`src/lcd_pkg.sv`:
```
package lcd_pkg;
   localparam int ADDR_W = 8;
   localparam int DATA_W = 8;
   localparam int NUM_BUF = 20;
   localparam int NUM_SEG = 40;
   localparam int NUM_COM = 4;
   localparam int SUB_PER_PHASE = 32;

   // Register byte offsets
   localparam logic [7:0] OFS_CTL1 = 8'h00;
   localparam logic [7:0] OFS_CTL2 = 8'h04;
   localparam logic [7:0] OFS_MODEN = 8'h08;
   localparam logic [7:0] OFS_BUF0 = 8'h40;

   // panel_control_one fields
   localparam int DISP_EN_BIT = 7;
   localparam int DRIVE_LSB = 4;
   localparam int FREQ_LSB = 0;
   // panel_control_two fields
   localparam int SRC_SEL_BIT = 0;
   localparam int HIGHRES_BIT = 1;
   localparam int LRTIME_LSB = 3;
   localparam logic [7:0] CTL2_MASK = 8'h3b;
   // panel_module_enable_reg field
   localparam int MODEN_BIT = 0;

   localparam logic [7:0] CTL1_RST = 8'h00;
   localparam logic [7:0] CTL2_RST = 8'h00;
   localparam logic MODEN_RST = 1'b0;

   // Drive methods
   localparam logic [2:0] DRV_QUARTER = 3'h0;
   localparam logic [2:0] DRV_THIRD_B3 = 3'h1;
   localparam logic [2:0] DRV_THIRD_B2 = 3'h2;
   localparam logic [2:0] DRV_HALF = 3'h3;
   localparam logic [2:0] DRV_STATIC = 3'h4;

   // Base frequency codes and divider exponents per sub-phase strobe
   localparam logic [3:0] FREQ_SYS_LAST = 4'h4;
   localparam logic [3:0] FREQ_FAST_LAST = 4'h6;
   localparam logic [3:0] FREQ_FS9 = 4'h8;
   localparam logic [3:0] FREQ_FS8 = 4'h9;
   localparam int SYS_EXP0 = 11;
   localparam int FS9_EXP = 2;
   localparam int FS8_EXP = 1;

   localparam logic [2:0] LR_NEVER = 3'h0;
   localparam logic [2:0] LR_ALWAYS = 3'h6;

   function automatic logic freq_valid(logic [3:0] f);
      return (f <= FREQ_SYS_LAST) || (f == FREQ_FS9) || (f == FREQ_FS8);
   endfunction

   function automatic logic needs_slow(logic [3:0] f);
      return (f == FREQ_FS9) || (f == FREQ_FS8);
   endfunction

   // Phases per frame; static uses four so its frame equals the base rate
   function automatic logic [2:0] frame_phases(logic [2:0] d);
      case (d)
         DRV_THIRD_B3, DRV_THIRD_B2: return 3'h3;
         DRV_HALF: return 3'h2;
         default: return 3'h4;
      endcase
   endfunction
endpackage

```
`src/seg_buffer.sv`:
```
`timescale 1ns/1ps
module seg_buffer #(
   parameter int DEPTH = lcd_pkg::NUM_BUF,
   parameter int WIDTH = lcd_pkg::DATA_W,
   parameter int IDX_W = $clog2(DEPTH)
) (
   // Clock and reset
   input wire logic mclk,
   input wire logic rst_n,
   // Write port
   input wire logic wr_en,
   input wire logic [IDX_W-1:0] wr_idx,
   input wire logic [WIDTH-1:0] wr_data,
   // Read port, data one cycle later
   input wire logic rd_en,
   input wire logic [IDX_W-1:0] rd_idx,
   output logic [WIDTH-1:0] rd_data,
   // Whole contents for the segment drivers
   output logic [DEPTH*WIDTH-1:0] contents
);
   typedef struct packed {
      logic [DEPTH-1:0][WIDTH-1:0] mem;
      logic [WIDTH-1:0] rd;
   } buf_state_t;

   buf_state_t s;
   buf_state_t next_s;

   always_comb begin
      next_s = s;
      if (wr_en) begin
         next_s.mem[wr_idx] = wr_data;
      end
      next_s.rd = rd_en ? s.mem[rd_idx] : '0;
   end

   // All display data clears on reset
   always_ff @(posedge mclk or negedge rst_n) begin
      if (!rst_n) begin
         s <= '0;
      end else begin
         s <= next_s;
      end
   end

   assign rd_data = s.rd;
   assign contents = s.mem;
endmodule

```
`src/frame_timer.sv`:
```
`timescale 1ns/1ps
module frame_timer #(
   parameter int PRE_W = lcd_pkg::SYS_EXP0
) (
   // Clock and reset
   input wire logic mclk,
   input wire logic rst_n,
   // Control
   input wire logic run,
   input wire logic [3:0] freq_sel,
   input wire logic low_speed_tick,
   // One pulse per thirty-second of a drive phase
   output logic sub_tick
);
   typedef struct packed {
      logic [PRE_W-1:0] pre;
      logic [1:0] slow;
      logic tick;
   } timer_state_t;

   timer_state_t s;
   timer_state_t next_s;

   function automatic logic low_ones(logic [PRE_W-1:0] v, int e);
      logic [PRE_W-1:0] m;
      m = PRE_W'((1 << e) - 1);
      return (v & m) == m;
   endfunction

   always_comb begin
      next_s = s;
      next_s.tick = 1'b0;
      if (!run) begin
         next_s.pre = '0;
         next_s.slow = '0;
      end else begin
         next_s.pre = s.pre + 1'b1;
         if (low_speed_tick) begin
            next_s.slow = s.slow + 2'h1;
         end
         // Reserved codes give no strobe at all, never a stray rate
         if (freq_sel <= lcd_pkg::FREQ_SYS_LAST) begin
            next_s.tick = low_ones(s.pre,
               lcd_pkg::SYS_EXP0 - int'(freq_sel));
         end else if (freq_sel == lcd_pkg::FREQ_FS9) begin
            next_s.tick = low_speed_tick &&
               low_ones(PRE_W'(s.slow), lcd_pkg::FS9_EXP);
         end else if (freq_sel == lcd_pkg::FREQ_FS8) begin
            next_s.tick = low_speed_tick &&
               low_ones(PRE_W'(s.slow), lcd_pkg::FS8_EXP);
         end else begin
            next_s.tick = 1'b0;
         end
      end
   end

   always_ff @(posedge mclk or negedge rst_n) begin
      if (!rst_n) begin
         s <= '0;
      end else begin
         s <= next_s;
      end
   end

   assign sub_tick = s.tick;
endmodule

```
`src/segment_lcd_drive_control.sv`:
```
`timescale 1ns/1ps
// Notes on behaviour
// - display_enable closes the panel supply and drives; clear opens and blanks.
// - Commons low while display_enable is 0, common waveforms while 1.
// - Internal bleeder selected: bias pins freed for port use.
// - External bleeder selected: bias pins serve only as bleeder connections.
// - Shared segment pin is segment output when its function bit is 1.
// - Reset clears enable, supply off, commons low, segment pins high-Z.
// - SLEEP entered from SLOW with display on keeps pins and display running.
// - SLEEP entered from NORMAL blanks; only entry from SLOW keeps display.
// - STOP entry clears display_enable and blanks; software re-enables.
// - Module enable bit low blanks the display; high restores it.
// - Fast codes with fast clock stopped: bit reads 1, display blank.
// - Slow codes with slow clock stopped: bit reads 1, display blank.
// - Drive field selects 1/4, 1/3 (two biases), 1/2 duty or static.
// - Base rate is fsys over 2^18..2^14 or fs over 2^9, 2^8.
// - Frame rate: base for 1/4 and static, 4/3 for 1/3, 2x for 1/2.
// - Low resistance switch closes for a chosen time each drive period.
// - Connection code 000 keeps the low resistance switch open.
// - Code 110 keeps it closed; 001..101 give doubling fractions.
// - Buffer bit 1 lights its segment in its common phase; resets 0.
module segment_lcd_drive_control #(
   parameter int NUM_SEG = lcd_pkg::NUM_SEG
) (
   // Clock and reset
   input wire logic mclk,
   input wire logic rst_n,
   // Register port
   input wire logic [lcd_pkg::ADDR_W-1:0] reg_addr,
   input wire logic [lcd_pkg::DATA_W-1:0] reg_wdata,
   input wire logic reg_wr,
   input wire logic reg_rd,
   output logic [lcd_pkg::DATA_W-1:0] reg_rdata,
   // Operating mode and clock status
   input wire logic slow_mode,
   input wire logic sleep_mode,
   input wire logic stop_mode,
   input wire logic fast_clk_ready,
   input wire logic slow_clk_ready,
   input wire logic low_speed_tick,
   // Pin function selects
   input wire logic [NUM_SEG-1:0] port_function_bit,
   // Panel side
   output logic panel_supply_on,
   output logic [lcd_pkg::NUM_COM-1:0] com_out,
   output logic [NUM_SEG-1:0] seg_out,
   output logic [NUM_SEG-1:0] seg_oe,
   output logic low_res_switch,
   output logic high_res_value_select,
   output logic bias_ext_sel,
   output logic bias_port_release
);
   localparam int BUF_IDX_W = $clog2(lcd_pkg::NUM_BUF);
   localparam logic [4:0] SUB_LAST = 5'(lcd_pkg::SUB_PER_PHASE - 1);

   typedef struct packed {
      logic [7:0] ctl1;
      logic [7:0] ctl2;
      logic moden;
      logic [7:0] rdata;
      logic rd_buf;
      logic sleep_d;
      logic stop_d;
      logic sleep_blank;
      logic [1:0] phase;
      logic [4:0] sub;
      logic pol;
      logic supply;
      logic lrs;
      logic [lcd_pkg::NUM_COM-1:0] com;
      logic [NUM_SEG-1:0] seg;
      logic [NUM_SEG-1:0] oe;
   } ctl_state_t;

   ctl_state_t s;
   ctl_state_t next_s;

   function automatic logic buf_hit(logic [7:0] a);
      return (a >= lcd_pkg::OFS_BUF0) && (a[1:0] == 2'h0) &&
         (a < 8'(lcd_pkg::OFS_BUF0 + 4 * lcd_pkg::NUM_BUF));
   endfunction

   function automatic logic [BUF_IDX_W-1:0] buf_idx(logic [7:0] a);
      logic [7:0] d;
      d = a - lcd_pkg::OFS_BUF0;
      return d[BUF_IDX_W+1:2];
   endfunction

   logic [3:0] freq;
   logic [2:0] drive;
   logic [2:0] lr_code;
   logic is_static;
   logic [2:0] nph;
   logic clk_ok;
   logic run;
   logic sub_tick;
   logic buf_wr;
   logic buf_rd;
   logic [7:0] buf_rdata;
   logic [lcd_pkg::NUM_BUF*8-1:0] contents;
   logic [1:0] com_idx;
   logic lit;

   assign freq = s.ctl1[lcd_pkg::FREQ_LSB +: 4];
   assign drive = s.ctl1[lcd_pkg::DRIVE_LSB +: 3];
   assign lr_code = s.ctl2[lcd_pkg::LRTIME_LSB +: 3];
   assign is_static = (drive == lcd_pkg::DRV_STATIC);
   assign nph = lcd_pkg::frame_phases(drive);
   assign buf_wr = reg_wr && buf_hit(reg_addr);
   assign buf_rd = reg_rd && buf_hit(reg_addr);

   // The enable bit may read 1 while the chosen clock is absent
   always_comb begin
      if (freq <= lcd_pkg::FREQ_FAST_LAST) begin
         clk_ok = fast_clk_ready;
      end else if (lcd_pkg::needs_slow(freq)) begin
         clk_ok = slow_clk_ready;
      end else begin
         clk_ok = 1'b0;
      end
   end

   assign run = s.ctl1[lcd_pkg::DISP_EN_BIT] && s.moden && clk_ok &&
      !s.sleep_blank && lcd_pkg::freq_valid(freq);

   frame_timer u_timer (
      .mclk(mclk),
      .rst_n(rst_n),
      .run(run),
      .freq_sel(freq),
      .low_speed_tick(low_speed_tick),
      .sub_tick(sub_tick)
   );

   seg_buffer u_buf (
      .mclk(mclk),
      .rst_n(rst_n),
      .wr_en(buf_wr),
      .wr_idx(buf_idx(reg_addr)),
      .wr_data(reg_wdata),
      .rd_en(buf_rd),
      .rd_idx(buf_idx(reg_addr)),
      .rd_data(buf_rdata),
      .contents(contents)
   );

   always_comb begin
      next_s = s;
      com_idx = is_static ? 2'h0 : s.phase;
      lit = 1'b0;
      if (reg_wr) begin
         case (reg_addr)
            lcd_pkg::OFS_CTL1: next_s.ctl1 = reg_wdata;
            lcd_pkg::OFS_CTL2: next_s.ctl2 = reg_wdata & lcd_pkg::CTL2_MASK;
            lcd_pkg::OFS_MODEN: next_s.moden = reg_wdata[lcd_pkg::MODEN_BIT];
            default: next_s.moden = s.moden;
         endcase
      end
      next_s.rd_buf = buf_rd;
      next_s.rdata = '0;
      if (reg_rd) begin
         case (reg_addr)
            lcd_pkg::OFS_CTL1: next_s.rdata = s.ctl1;
            lcd_pkg::OFS_CTL2: next_s.rdata = s.ctl2;
            lcd_pkg::OFS_MODEN: next_s.rdata = 8'(s.moden);
            default: next_s.rdata = '0;
         endcase
      end
      // STOP entry wins over a software set in the same cycle
      next_s.stop_d = stop_mode;
      if (stop_mode && !s.stop_d) begin
         next_s.ctl1[lcd_pkg::DISP_EN_BIT] = 1'b0;
      end
      next_s.sleep_d = sleep_mode;
      if (sleep_mode && !s.sleep_d) begin
         next_s.sleep_blank = !slow_mode;
      end else if (!sleep_mode) begin
         next_s.sleep_blank = 1'b0;
      end
      next_s.oe = port_function_bit;
      if (!run) begin
         next_s.supply = 1'b0;
         next_s.com = '0;
         next_s.seg = '0;
         next_s.phase = 2'h0;
         next_s.sub = 5'h0;
         next_s.pol = 1'b0;
         next_s.lrs = 1'b0;
      end else begin
         // Sleep from slow mode leaves run high, so pins keep going
         next_s.supply = 1'b1;
         if (sub_tick) begin
            next_s.sub = s.sub + 5'h1;
            if (s.sub == SUB_LAST) begin
               if (s.phase == 2'(nph - 3'h1)) begin
                  next_s.phase = 2'h0;
                  next_s.pol = !s.pol;
               end else begin
                  next_s.phase = s.phase + 2'h1;
               end
            end
         end
         for (int i = 0; i < lcd_pkg::NUM_COM; i++) begin
            if (is_static ? (i == 0) : (i < int'(nph))) begin
               next_s.com[i] = (2'(i) == com_idx) ? !s.pol : s.pol;
            end else begin
               next_s.com[i] = 1'b0;
            end
         end
         // A lit segment sits opposite its active common
         for (int j = 0; j < NUM_SEG; j++) begin
            lit = contents[(j / 2) * 8 + (j % 2) * 4 + int'(com_idx)];
            next_s.seg[j] = lit ? s.pol : !s.pol;
         end
         // Switch timing only matters for the internal chain
         if (!s.ctl2[lcd_pkg::SRC_SEL_BIT] || lr_code == lcd_pkg::LR_NEVER) begin
            next_s.lrs = 1'b0;
         end else if (lr_code >= lcd_pkg::LR_ALWAYS) begin
            next_s.lrs = (lr_code == lcd_pkg::LR_ALWAYS);
         end else begin
            // Use the coming sub count so the switch closes with the phase
            next_s.lrs = next_s.sub < (5'h1 << (lr_code - 3'h1));
         end
      end
   end

   always_ff @(posedge mclk or negedge rst_n) begin
      if (!rst_n) begin
         s <= '0;
         s.ctl1 <= lcd_pkg::CTL1_RST;
         s.ctl2 <= lcd_pkg::CTL2_RST;
         s.moden <= lcd_pkg::MODEN_RST;
      end else begin
         s <= next_s;
      end
   end

   assign reg_rdata = s.rd_buf ? buf_rdata : s.rdata;
   assign panel_supply_on = s.supply;
   assign com_out = s.com;
   assign seg_out = s.seg;
   assign seg_oe = s.oe;
   assign low_res_switch = s.lrs;
   assign high_res_value_select = s.ctl2[lcd_pkg::HIGHRES_BIT];
   assign bias_ext_sel = !s.ctl2[lcd_pkg::SRC_SEL_BIT];
   assign bias_port_release = s.ctl2[lcd_pkg::SRC_SEL_BIT];
endmodule

```
`config.mk`:
```
export PLATFORM = sky130hd
export DESIGN_NAME = segment_lcd_drive_control
export DESIGN_NICKNAME = d
export VERILOG_FILES = /design/src/lcd_pkg.sv /design/src/seg_buffer.sv /design/src/frame_timer.sv /design/src/segment_lcd_drive_control.sv
export SDC_FILE = /design/constraint.sdc
export NUM_CORES = 1
export LEC_CHECK = 0
export ABC_CLOCK_PERIOD_IN_PS = 3800
export BUFFER_PORTS_ARGS = -buffer_cell sky130_fd_sc_hd__buf_2
export CORE_AREA = 2 2 164 166
export CTS_CLUSTER_SIZE = 12
export DETAILED_ROUTE_END_ITERATION = 8
export DIE_AREA = 0 0 166 168
export HOLD_SLACK_MARGIN = 0.12
export PLACE_DENSITY = 0.78
export SYNTH_ARGS = -nofsm -noshare
export SYNTH_HDL_FRONTEND = slang
export SYNTH_SLANG_ARGS = --single-unit
```
`constraint.sdc`:
```
create_clock -name mclk -period 3.8 [get_ports mclk]
set_input_delay 0.57 -clock mclk [delete_from_list [all_inputs] [get_ports mclk]]
set_output_delay 0.57 -clock mclk [all_outputs]
set_load 0.02 [all_outputs]
```
==> flow_metrics.tcl, run 1 <==
set metrics [dict create \
    run_status "completed" \
    yosysWarningCount 0 \
    ys.flop_type "dfrtp_1" \
    crit-reg2reg-launch "freq[2]" \
    ys_seq_area_frac 0.505 \
    place.gp.congestion 0.923 \
    timing.max_slew.rel_slack 0.318 \
    number_of_non_filler_instances_in_the_completed_layout 1685 \
    ctsRootBufferMaster "clkbuf_16" \
    timing.critical_path.cells "inv_1, ha_1, nor2b_1, nand3_1, ha_1, nand2b_1, nor4_1, or4_1, or4_1, o21ai_1" \
    route.detailed.drc 0 \
    worstSkewPairLatency_ps 510 \
    worstPathMaxFanout 14 \
    grt_pass1_vias 10600 \
    hold_buffers 0 \
    synthDominantCellAreaShare 0.505 \
    number_of_synthesized_flops_with_an_enable_pin 0 \
    use_met1 0.356 \
    post_cts_buffers 0 \
    final_min_period_over_clock_period 0.883 \
    mappedNetlistArea_um2 15000 \
    core.rowCount 60 \
    cts.sink_count 302 \
    pwr_density_cell_nw_per_um2 435 \
    critPathCaptureType "flip-flop" \
    die-area_um2 27900 \
    i_o_pin_count 163 \
    fmax_mhz 298 \
    synth_seq_cells 302 \
    power.total_mw 7.15 \
    critical_path.top_delay_family "simple AND/OR/NAND/NOR gates" \
    area_growth_pct 9.96 \
    setup.worst_path.class "reg2reg" \
    synth_commonest_cells "302 x dfrtp_1, 166 x mux2_2, 132 x nand3_1" \
    drt-initial-drc-count 941 \
    clk_pin_slew_worst_paths_ps 60 \
    post_synth_inst_count 1292 \
    timing_max_transition_violations_final 0 \
    hpwlAfterDp_um 23900 \
    die_h_um 168 \
    async_reset_ff_frac 1.00 \
    timing.rr.end "u_timer.sub_tick" \
    switching_share 0.232 \
    static-leakage-power_nw 8.17 \
    postSynthNetCount 1371 \
    worstSetupStartpointType "flip-flop" \
    core_region_area_um2 26400 \
    sequentialPowerShare 0.478 \
    dieWidth_um 166 \
    p_int_mw 5.49 \
    synth_largest_area_cell "dfrtp_1" \
    ys_types 55 \
    initial_cell_density_of_the_core 0.567 \
    synth.avg_cell_area_um2 11.6 \
    clock_network_fraction_of_total_power 0.448 \
    comb_power_share 0.074 \
    grt_use_met2 0.417 \
    final_net_count 1399 \
    crit_required_ps 4230 \
    rsz0062_at_grt "false" \
    hold_crit_class "in2async" \
    max-cap-violations 0 \
    detail-route-antenna-nets 0 \
    grt_antenna_before_repair 1 \
    drt-pass1-iter-count 5 \
    drt-total-wl_um 36400 \
    grt-ovfl-total 0 \
    post-place-ws_ps 422 \
    post_route_cells_drive_above_1_share 0.325 \
    highest_delay_cell_along_the_critical_path "dfrtp_1" \
    num_vias 10400 \
    clock_tree.htree_level_count 2 \
    tritoncts_clock_tree "yes" \
    vdd_ir_drop_max_mv 0.436 \
    setup-tns-final_ps 0 \
    grt-busiest-layer "met2" \
    finalClockSkew_ps 15.0 \
    groute.usage.overall 0.262 \
    cts_resized 0 \
    worst-path-buf-inv 1 \
    final-hold-violation-count 0 \
    routed_length_per_instance_um 21.6 \
    max_slew.worst_pin.slew_ps 1020 \
    finalWorstSetupSlack_ps 443 \
    drt-vias-per-instance 6.16 \
    dp.cells 1625 \
    clock_path_buffers 3 \
    cp.arrival_ps 3790 \
    cts_buffers 34 \
    grt_start_max_net_pins 119 \
    rr_worst_depth 10 \
    post-synth-top-count-cell "dfrtp_1" \
    critical_path.max_stage_delay_ps 580 \
    final.min_clock_period_ps 3360 \
    ff2ff_setup_slack_ps 440 \
    first_pass_grt_wire_length_um 58400 \
    grtUsageMet3 0.0520 \
    synth_top_cells_by_area "dfrtp_1 51%, mux2_2 13%, mux4_2 6.0%" \
    setup_viol_count_final 0 \
    power_switching_mw 1.66 \
    io_buffers 162 \
]
[power by group through the flow]
stage / Combinational (mW) / Clock (mW) / Sequential (mW)
2_1_floorplan: 0.356 / 0 / 3.44
3_5_place_dp: 0.529 / 0 / 3.47
6_report: 0.528 / 3.20 / 3.42
3_3_place_gp: 0.516 / 0 / 3.46
4_1_cts: 0.533 / 3.25 / 3.41
5_1_grt: 0.575 / 3.39 / 3.43
[per-layer routing]
metal | part of all wire | routed length [um]
met5 | 0 | 0
met4 | 0.034 | 1240
met3 | 0.075 | 2740
met2 | 0.47 | 17200
met1 | 0.42 | 15200
[registers in the layout, indices dropped and copies added (netlist names)]
register / flops
u_buf.contents: 160
seg_oe: 40
seg_out: 40
s: 22
u_timer.s: 13
u_buf.rd_data: 8
com_out: 4
freq: 4
drive: 3
lr_code: 3
bias_port_release: 1
high_res_value_select: 1
low_res_switch: 1
panel_supply_on: 1
u_timer.sub_tick: 1
[cells by family (layout without fill, tap and decap cells)]
logic type	count (synthesis)	after routing	share of synthesized area
and+or+nand+nor	378	378	0.128
DFF	302	302	0.505
muxes	241	241	0.210
buffers and inverters	197	248	0.0721
AOI/OAI and AO/OA	103	103	0.0397
xor gates and xnor gates	58	58	0.0340
adders and majority gates	13	13	0.0109
other	0	1	0
[area by class of cell]
class	count	area [um^2]
antenna	1	2.50
sequential	302	7560
clock buffer	57	1050
inverter	12	45.0
clock inverter	2	35.0
fill	1995	9910
tap	341	427
multi-input combinational	793	6340
timing repair buffer	177	983
[cells in the final DEF, fill, tap and decap left out, types with 2 or more instances in the layout]
cell type and n:
xor2_1 51, or4_1 2, a21oi_1 15, and3b_1 3
or3_1 3, mux2i_1 16, mux2_1 19, a31oi_1 12
dfrtp_1 301, xnor2_1 7, and2_1 10, nand2b_1 5
nor2b_1 8, nor4_1 3, and3_1 12, clkbuf_1 15
nor3b_1 4, ha_1 13, nand4_1 45, nand2_1 53
clkbuf_8 5, clkbuf_16 37, mux4_2 40, nor2b_2 2
nor2_1 76, o21ai_0 48, mux2_2 166, nor3_1 8
buf_12 4, o21ai_1 10, buf_2 161, o2111ai_1 2
inv_1 11, nand3b_1 4, nand3_1 132, o32ai_1 2
buf_4 11
[metrics by stage]
| stage | hold WS, ps | utilization | area, um^2 |
|---|---|---|---|
| after detailed placement | 491 | 0.583 | 15400 |
| after global routing | 146 | 0.624 | 16400 |
| after floorplan | 274 | - | 15000 |
| after global placement | 482 | 0.583 | 15400 |
| after CTS | 151 | 0.624 | 16400 |
| final | 158 | 0.624 | 16400 |
[worst max-delay path by stage]
| stage | start | end | depth (start not counted) |
|---|---|---|---|
| 2_1_floorplan | freq[2] | u_timer.sub_tick | 13 |
| 3_3_place_gp | freq[2] | u_timer.sub_tick | 10 |
| 3_5_place_dp | freq[2] | u_timer.sub_tick | 10 |
| 4_1_cts | freq[2] | u_timer.sub_tick | 10 |
| 5_1_grt | freq[2] | u_timer.sub_tick | 10 |
| 6_report | freq[2] | u_timer.sub_tick | 10 |
[worst register-to-register path, stage by stage, from the launching register on]
cell and delay [ps]:
dfrtp_1 580, inv_1 170, ha_1 470, nor2b_1 230
nand3_1 100, ha_1 330, nand2b_1 180, nor4_1 60
or4_1 500, or4_1 510, o21ai_1 150
No activity file was read; power rests on OpenSTA's default activity.
==> run 2: changes to the inputs <==
--- a/config.mk
+++ b/config.mk
@@ -7,10 +7,10 @@
 export LEC_CHECK = 0
 export ABC_CLOCK_PERIOD_IN_PS = 3800
 export BUFFER_PORTS_ARGS = -buffer_cell sky130_fd_sc_hd__buf_2
-export CORE_AREA = 2 2 164 166
+export CORE_AREA = 2 2 195 140
 export CTS_CLUSTER_SIZE = 12
 export DETAILED_ROUTE_END_ITERATION = 8
-export DIE_AREA = 0 0 166 168
+export DIE_AREA = 0 0 197 142
 export HOLD_SLACK_MARGIN = 0.12
 export PLACE_DENSITY = 0.78
 export SYNTH_ARGS = -nofsm -noshare
==> run 2 against run 1 <==
Effect of this change:
- final cell count increased by 1.6%
- largest cell class unchanged
- register-to-register slack improved by 360 ps
- critical path type unchanged
- clock power decreased by 14%
- sequential share of layout area decreased by 0.68 points
- combinational power increased by 8.5%
- die area increased by 0.31%
- flip-flop and latch count unchanged
- worst hold slack got worse by 2.3 ps
- non-clock buffer count increased by 47
- global-route usage increased by 1.6 points
- core utilization increased by 1.4 points
==> flow_metrics.tcl, run 2 (same netlist as run 1, synthesis figures left out) <==
set metrics [dict create \
    fin_area_um2 16700 \
    max_reg_flops 160 \
    detail-route-antenna-nets 0 \
    core_region_area_um2 26200 \
    highest_delay_cell_along_the_critical_path "dfrtp_1" \
    finalWorstSetupSlack_ps 807 \
    ctsRootBufferMaster "clkbuf_16" \
    worstSetupStartpointType "flip-flop" \
    setup_viol_count_final 0 \
    dieWidth_um 197 \
    routed_length_per_instance_um 22.3 \
    rsz0062_at_grt "false" \
    area_growth_pct 11.6 \
    grt_antenna_before_repair 1 \
    number_of_non_filler_instances_in_the_completed_layout 1712 \
    tritoncts_clock_tree "yes" \
    timing.max_slew.rel_slack 0.323 \
    drt-vias-per-instance 6.19 \
    static-leakage-power_nw 8.27 \
    post-place-ws_ps 840 \
    initial_cell_density_of_the_core 0.572 \
    commonest_non_fill_non_tap_cells_in_the_layout "301 x dfrtp_1, 166 x mux2_2, 161 x buf_2" \
    max-cap-violations 0 \
    worstSkewPairLatency_ps 550 \
    setup.worst_path.class "reg2reg" \
    power.total_mw 6.75 \
    final_common_cell "dfrtp_1" \
    final_net_count 1442 \
    io_buffers 162 \
    run_status "completed" \
    post_route_cells_drive_above_1_share 0.316 \
    finalClockSkew_ps 8.28 \
    cts_resized 0 \
    route.detailed.drc 0 \
    first_pass_grt_wire_length_um 60000 \
    final-hold-violation-count 0 \
    vdd_ir_drop_max_mv 0.339 \
    rr_worst_depth 10 \
    die-area_um2 28000 \
    cp.arrival_ps 3460 \
    num_vias 10600 \
    grt_pass1_vias 10600 \
    groute.usage.overall 0.278 \
    clk_pin_slew_worst_paths_ps 60 \
    critical_path.max_stage_delay_ps 500 \
    max_slew.worst_pin.slew_ps 1020 \
    clock_tree.htree_level_count 1 \
    clock_path_buffers 3 \
    post_dp_cell_area_um2 15400 \
    place.gp.congestion 0.945 \
    setup-tns-final_ps 0 \
    drt-pass1-iter-count 5 \
    timing.critical_path.cells "inv_1, ha_1, nor2b_1, nand3_1, ha_1, nand2b_1, nor4_1, or4_1, or4_1, o21ai_1" \
    cts.sink_count 302 \
    drt-total-wl_um 38300 \
    timing_max_transition_violations_final 0 \
    i_o_pin_count 163 \
    core.rowCount 50 \
    dp.cells 1627 \
    hold_crit_class "in2reg" \
    die_h_um 142 \
    worstPathMaxFanout 10 \
    fmax_mhz 334 \
    critPathCaptureType "flip-flop" \
    hold_path_depth 1 \
    pwr_density_cell_nw_per_um2 405 \
    hpwlAfterDp_um 24400 \
    cts_buffers 30 \
    grt_start_max_net_pins 108 \
    final_min_period_over_clock_period 0.788 \
    grt-ovfl-total 0 \
    drt-initial-drc-count 1116 \
    final.min_clock_period_ps 2990 \
    crit_required_ps 4270 \
]
[run 2: changes by cell type in the layout (fill, tap and decap cells not counted)]
cell           change
inv_6              +1
clkinv_2           -1
clkbuf_8           -2
clkbuf_16          -6
dlygate4sd3_1     +42
buf_4              +5
clkbuf_1           -9
[run 2: worst max-delay path, delay by kind of cell, from the launching register on]
kind | cells | cell delay (ps)
DFF | 1 | 500
and+or+nand+nor | 6 | 1520
buffers and inverters | 1 | 110
AOI/OAI and AO/OA | 1 | 170
adders and majority gates | 2 | 620
[run 2: stage by stage]
step	utilization	hold slack [ps]
finish	0.638	156
CTS	0.638	133
global placement	0.588	481
detailed placement	0.588	491
floorplan	-	274
global route	0.638	141
[run 2: repair_timing]
item	4_1_cts	5_1_grt
setup buffers	0	0
hold endpoints to repair	50	0
hold buffers	42	0
[run 2: area by class of cell]
class / count / area [um^2]
fill: 2016 / 9460
tap: 338 / 423
timing repair buffer: 224 / 1440
antenna: 1 / 2.50
clock buffer: 40 / 840
multi-input combinational: 793 / 6340
sequential: 302 / 7560
clock inverter: 2 / 38.8
inverter: 12 / 45.0
[run 2: where the power goes]
part | internal (mW) | switching (mW)
Clock | 1.58 | 1.18
Sequential | 3.33 | 0.0894
Combinational | 0.248 | 0.325
[run 2: worst paths after layout]
path	start	endpoint	slack, ps
setup reg to reg	freq[3]	u_timer.sub_tick	810
hold reg to reg	s[95]	s[122]	500
hold / removal	stop_mode	s[95]	160
max in group asynchronous	rst_n	seg_out[6]	2240
setup / recovery	freq[3]	u_timer.sub_tick	810
min in group asynchronous	rst_n	seg_oe[39]	650
[run 2: metal layers]
metal	vias up	track usage	wire (um)
met3	99	0.0576	3840
met1	5277	0.412	16500
met5	-	0	0
li1	4633	-	-
met4	0	0.0787	1070
met2	588	0.420	16900
==> run 3: changes to the inputs <==
--- a/config.mk
+++ b/config.mk
@@ -5,14 +5,15 @@
 export SDC_FILE = /design/constraint.sdc
 export NUM_CORES = 1
 export LEC_CHECK = 0
-export ABC_CLOCK_PERIOD_IN_PS = 3800
+export ABC_AREA = 1
+export ABC_CLOCK_PERIOD_IN_PS = 2650
 export BUFFER_PORTS_ARGS = -buffer_cell sky130_fd_sc_hd__buf_2
-export CORE_AREA = 2 2 195 140
+export CORE_AREA = 2 2 203 145
 export CTS_CLUSTER_SIZE = 12
 export DETAILED_ROUTE_END_ITERATION = 8
-export DIE_AREA = 0 0 197 142
+export DIE_AREA = 0 0 205 147
 export HOLD_SLACK_MARGIN = 0.12
-export PLACE_DENSITY = 0.78
+export PLACE_DENSITY = 0.76
 export SYNTH_ARGS = -nofsm -noshare
 export SYNTH_HDL_FRONTEND = slang
 export SYNTH_SLANG_ARGS = --single-unit
==> constraint.sdc (replaced) <==
create_clock -name mclk -period 2.65 [get_ports mclk]
set_input_delay 0.3975 -clock mclk [delete_from_list [all_inputs] [get_ports mclk]]
set_output_delay 0.3975 -clock mclk [all_outputs]
set_load 0.02 [all_outputs]
==> run 3 against run 2 <==
Effect of this change:
- global-route usage down 0.090 points
- register-to-register slack worse by 460 ps
- synthesized area down 1.0%
- final cell count up 28%
- worst setup slack worse by 460 ps
- highest routed layer unchanged
==> flow_metrics.tcl, run 3 <==
set metrics [dict create \
    run_status "completed" \
    drt-vias-per-instance 5.63 \
    core_region_area_um2 28400 \
    post_route_cells_drive_above_1_share 0.174 \
    worstSetupStartpointType "flip-flop" \
    endpoint "u_timer.sub_tick" \
    timing.rr.end "u_timer.sub_tick" \
    highest-signal-layer "met4" \
    final_common_cell "nand2_1" \
    antenna_cells_inserted 0 \
    comb_power_share 0.083 \
    switching_share 0.244 \
    io_buffers 162 \
    mappedNetlistArea_um2 14800 \
    synth_top_cells_by_area "dfrtp_1 51%, nand2_1 11%, o21ai_1 5.3%" \
    cp-startpoint "freq[2]" \
    cts_resized 0 \
    grt_antenna_before_repair 1 \
    synth.avg_cell_area_um2 8.72 \
    yosysWarningCount 0 \
    clock_path_buffers 3 \
    tritoncts_clock_tree "yes" \
    initial_cell_density_of_the_core 0.522 \
    timing_max_transition_violations_final 0 \
    clock_network_fraction_of_total_power 0.425 \
    grt_start_max_net_pins 73 \
    origin_of_the_worst_min_delay_path "reg_wdata[7]" \
    i_o_pin_count 163 \
    timing.max_slew.rel_slack 0.555 \
    dp.cells 2099 \
    core.rowCount 52 \
    area_growth_pct 13.1 \
    ff2ff_setup_slack_ps 350 \
    cts_buffers 31 \
    crit-reg2reg-launch "freq[2]" \
    setup_viol_count_final 0 \
    fmax_mhz 434 \
    rr_worst_depth 13 \
    clock_tree.htree_level_count 1 \
    final.min_clock_period_ps 2300 \
    grt_pass1_vias 11500 \
    synth_seq_cells 302 \
    finalClockSkew_ps 16.1 \
    ys_seq_area_frac 0.511 \
    fill_cells 2552 \
    first_pass_grt_wire_length_um 64800 \
    critPathCaptureType "flip-flop" \
    hold_crit_class "in2reg" \
    number_of_synthesized_flops_with_an_enable_pin 0 \
    rsz0062_at_grt "false" \
    met3_wirelength_um 4730 \
    post-synth-top-count-cell "nand2_1" \
    worstSkewPairLatency_ps 580 \
    fin_area_um2 16700 \
    drt-initial-drc-count 1373 \
    commonest_non_fill_non_tap_cells_in_the_layout "416 x nand2_1, 302 x dfrtp_1, 161 x buf_2" \
    cts.sink_count 302 \
    synth_commonest_cells "416 x nand2_1, 302 x dfrtp_1, 156 x o21ai_1" \
    dieWidth_um 205 \
    drt-pass1-iter-count 6 \
    number_of_non_filler_instances_in_the_completed_layout 2194 \
    ys_types 39 \
    place.gp.congestion 0.980 \
    setup.worst_path.class "reg2reg" \
    route.detailed.drc 0 \
    ys.flop_type "dfrtp_1" \
    hpwlAfterDp_um 28000 \
    ctsRootBufferMaster "clkbuf_16" \
    worstPathMaxFanout 7 \
    final_min_period_over_clock_period 0.869 \
    wl_met2_um 16800 \
    max-cap-violations 0 \
    max_reg_flops 160 \
    hold_buffers 47 \
    pwr_density_cell_nw_per_um2 592 \
    postSynthNetCount 1776 \
    detail-route-antenna-nets 0 \
    die_h_um 147 \
    hold_path_depth 3 \
    power_switching_mw 2.42 \
    max_slew.worst_pin.slew_ps 667 \
    p_int_mw 7.49 \
    grt-ovfl-total 0 \
    post_cts_buffers 0 \
    crit_required_ps 3120 \
    sequentialPowerShare 0.492 \
    setup-tns-final_ps 0 \
    async_reset_ff_frac 1.00 \
    num_vias 12400 \
    wirelength_met1_um 18500 \
    final_net_count 1880 \
    clk_pin_slew_worst_paths_ps 60 \
    die-area_um2 30100 \
    post_dp_cell_area_um2 15300 \
    synth_largest_area_cell "dfrtp_1" \
    synthDominantCellAreaShare 0.511 \
    static-leakage-power_nw 8.23 \
    post_synth_inst_count 1697 \
    vdd_ir_drop_max_mv 0.477 \
    drt-total-wl_um 41000 \
    routed_length_per_instance_um 18.7 \
    cp.arrival_ps 2770 \
    final-hold-violation-count 0 \
    groute.usage.overall 0.277 \
]
-- run 3: cell types whose count changed in the layout (fill, tap and decap cells not counted), moves of 40 or more --
| cell | delta |
|---|---|
| nand2_1 | +363 |
| inv_1 | +76 |
| mux2_2 | -158 |
| o21ai_1 | +146 |
| a22oi_1 | +56 |
| nor2_1 | +45 |
| mux4_2 | -40 |
-- run 3: worst min path at each step --
stage                     slack (ps)           endpoint
after global routing             190             s[122]
after detailed placement         360    panel_supply_on
after CTS                        160             s[122]
final                            180             s[122]
after global placement           350    panel_supply_on
after floorplan                  100  bias_port_release
-- run 3: critical path: stages, from the launching register on --
cell     delay [ps]
dfrtp_1         470
inv_1           140
ha_1            380
nand2_1         120
nor2_1          140
inv_1            60
ha_1            280
or2_2           270
nand2_1          60
nor2_1           40
nand2_1          50
nor2_1           40
nand3_1          80
a21oi_1          60
-- run 3: through the flow --
stage,hold slack [ps],setup WS (ps),utilization,power (mW)
finish,175,346,0.590,9.92
floorplan,102,601,-,5.38
CTS,156,376,0.590,9.96
global route,194,165,0.590,10.3
global placement,351,444,0.540,5.70
detailed placement,359,392,0.540,5.72
-- run 3: area by class of cell --
| cell class | instances | area, um^2 | share of cell area |
|---|---|---|---|
| repair buffers | 253 | 1710 | 0.102 |
| clock inverters | 5 | 82.6 | 0.00493 |
| well taps | 378 | 473 | 0.0282 |
| inverters | 95 | 357 | 0.0213 |
| multi-input cells | 1118 | 5700 | 0.340 |
| flip-flops and latches | 302 | 7560 | 0.451 |
| clock buffers | 43 | 871 | 0.0520 |
-- run 3: layer usage --
| layer | vias to the layer above | GRT usage |
|---|---|---|
| met3 | 89 | 0.0752 |
| met1 | 5890 | 0.429 |
| met2 | 628 | 0.383 |
| li1 | 5748 | - |
| met5 | - | 0 |
| met4 | 0 | 0.0712 |
-- run 3: cell families after synthesis --
kind of cell | synth area share
flops | 0.511
fa+ha+maj | 0.0110
simple gates | 0.215
compound gates | 0.141
buf+inv | 0.105
mux | 0.00676
xor+xnor | 0.0107
-- run 3: power by group through the flow --
stage / Combinational, mW / Sequential, mW / Clock [mW]
5_1_grt: 0.911 / 4.90 / 4.45
3_3_place_gp: 0.745 / 4.95 / 0
2_1_floorplan: 0.459 / 4.92 / 0
3_5_place_dp: 0.762 / 4.96 / 0
4_1_cts: 0.819 / 4.88 / 4.26
6_report: 0.826 / 4.88 / 4.21
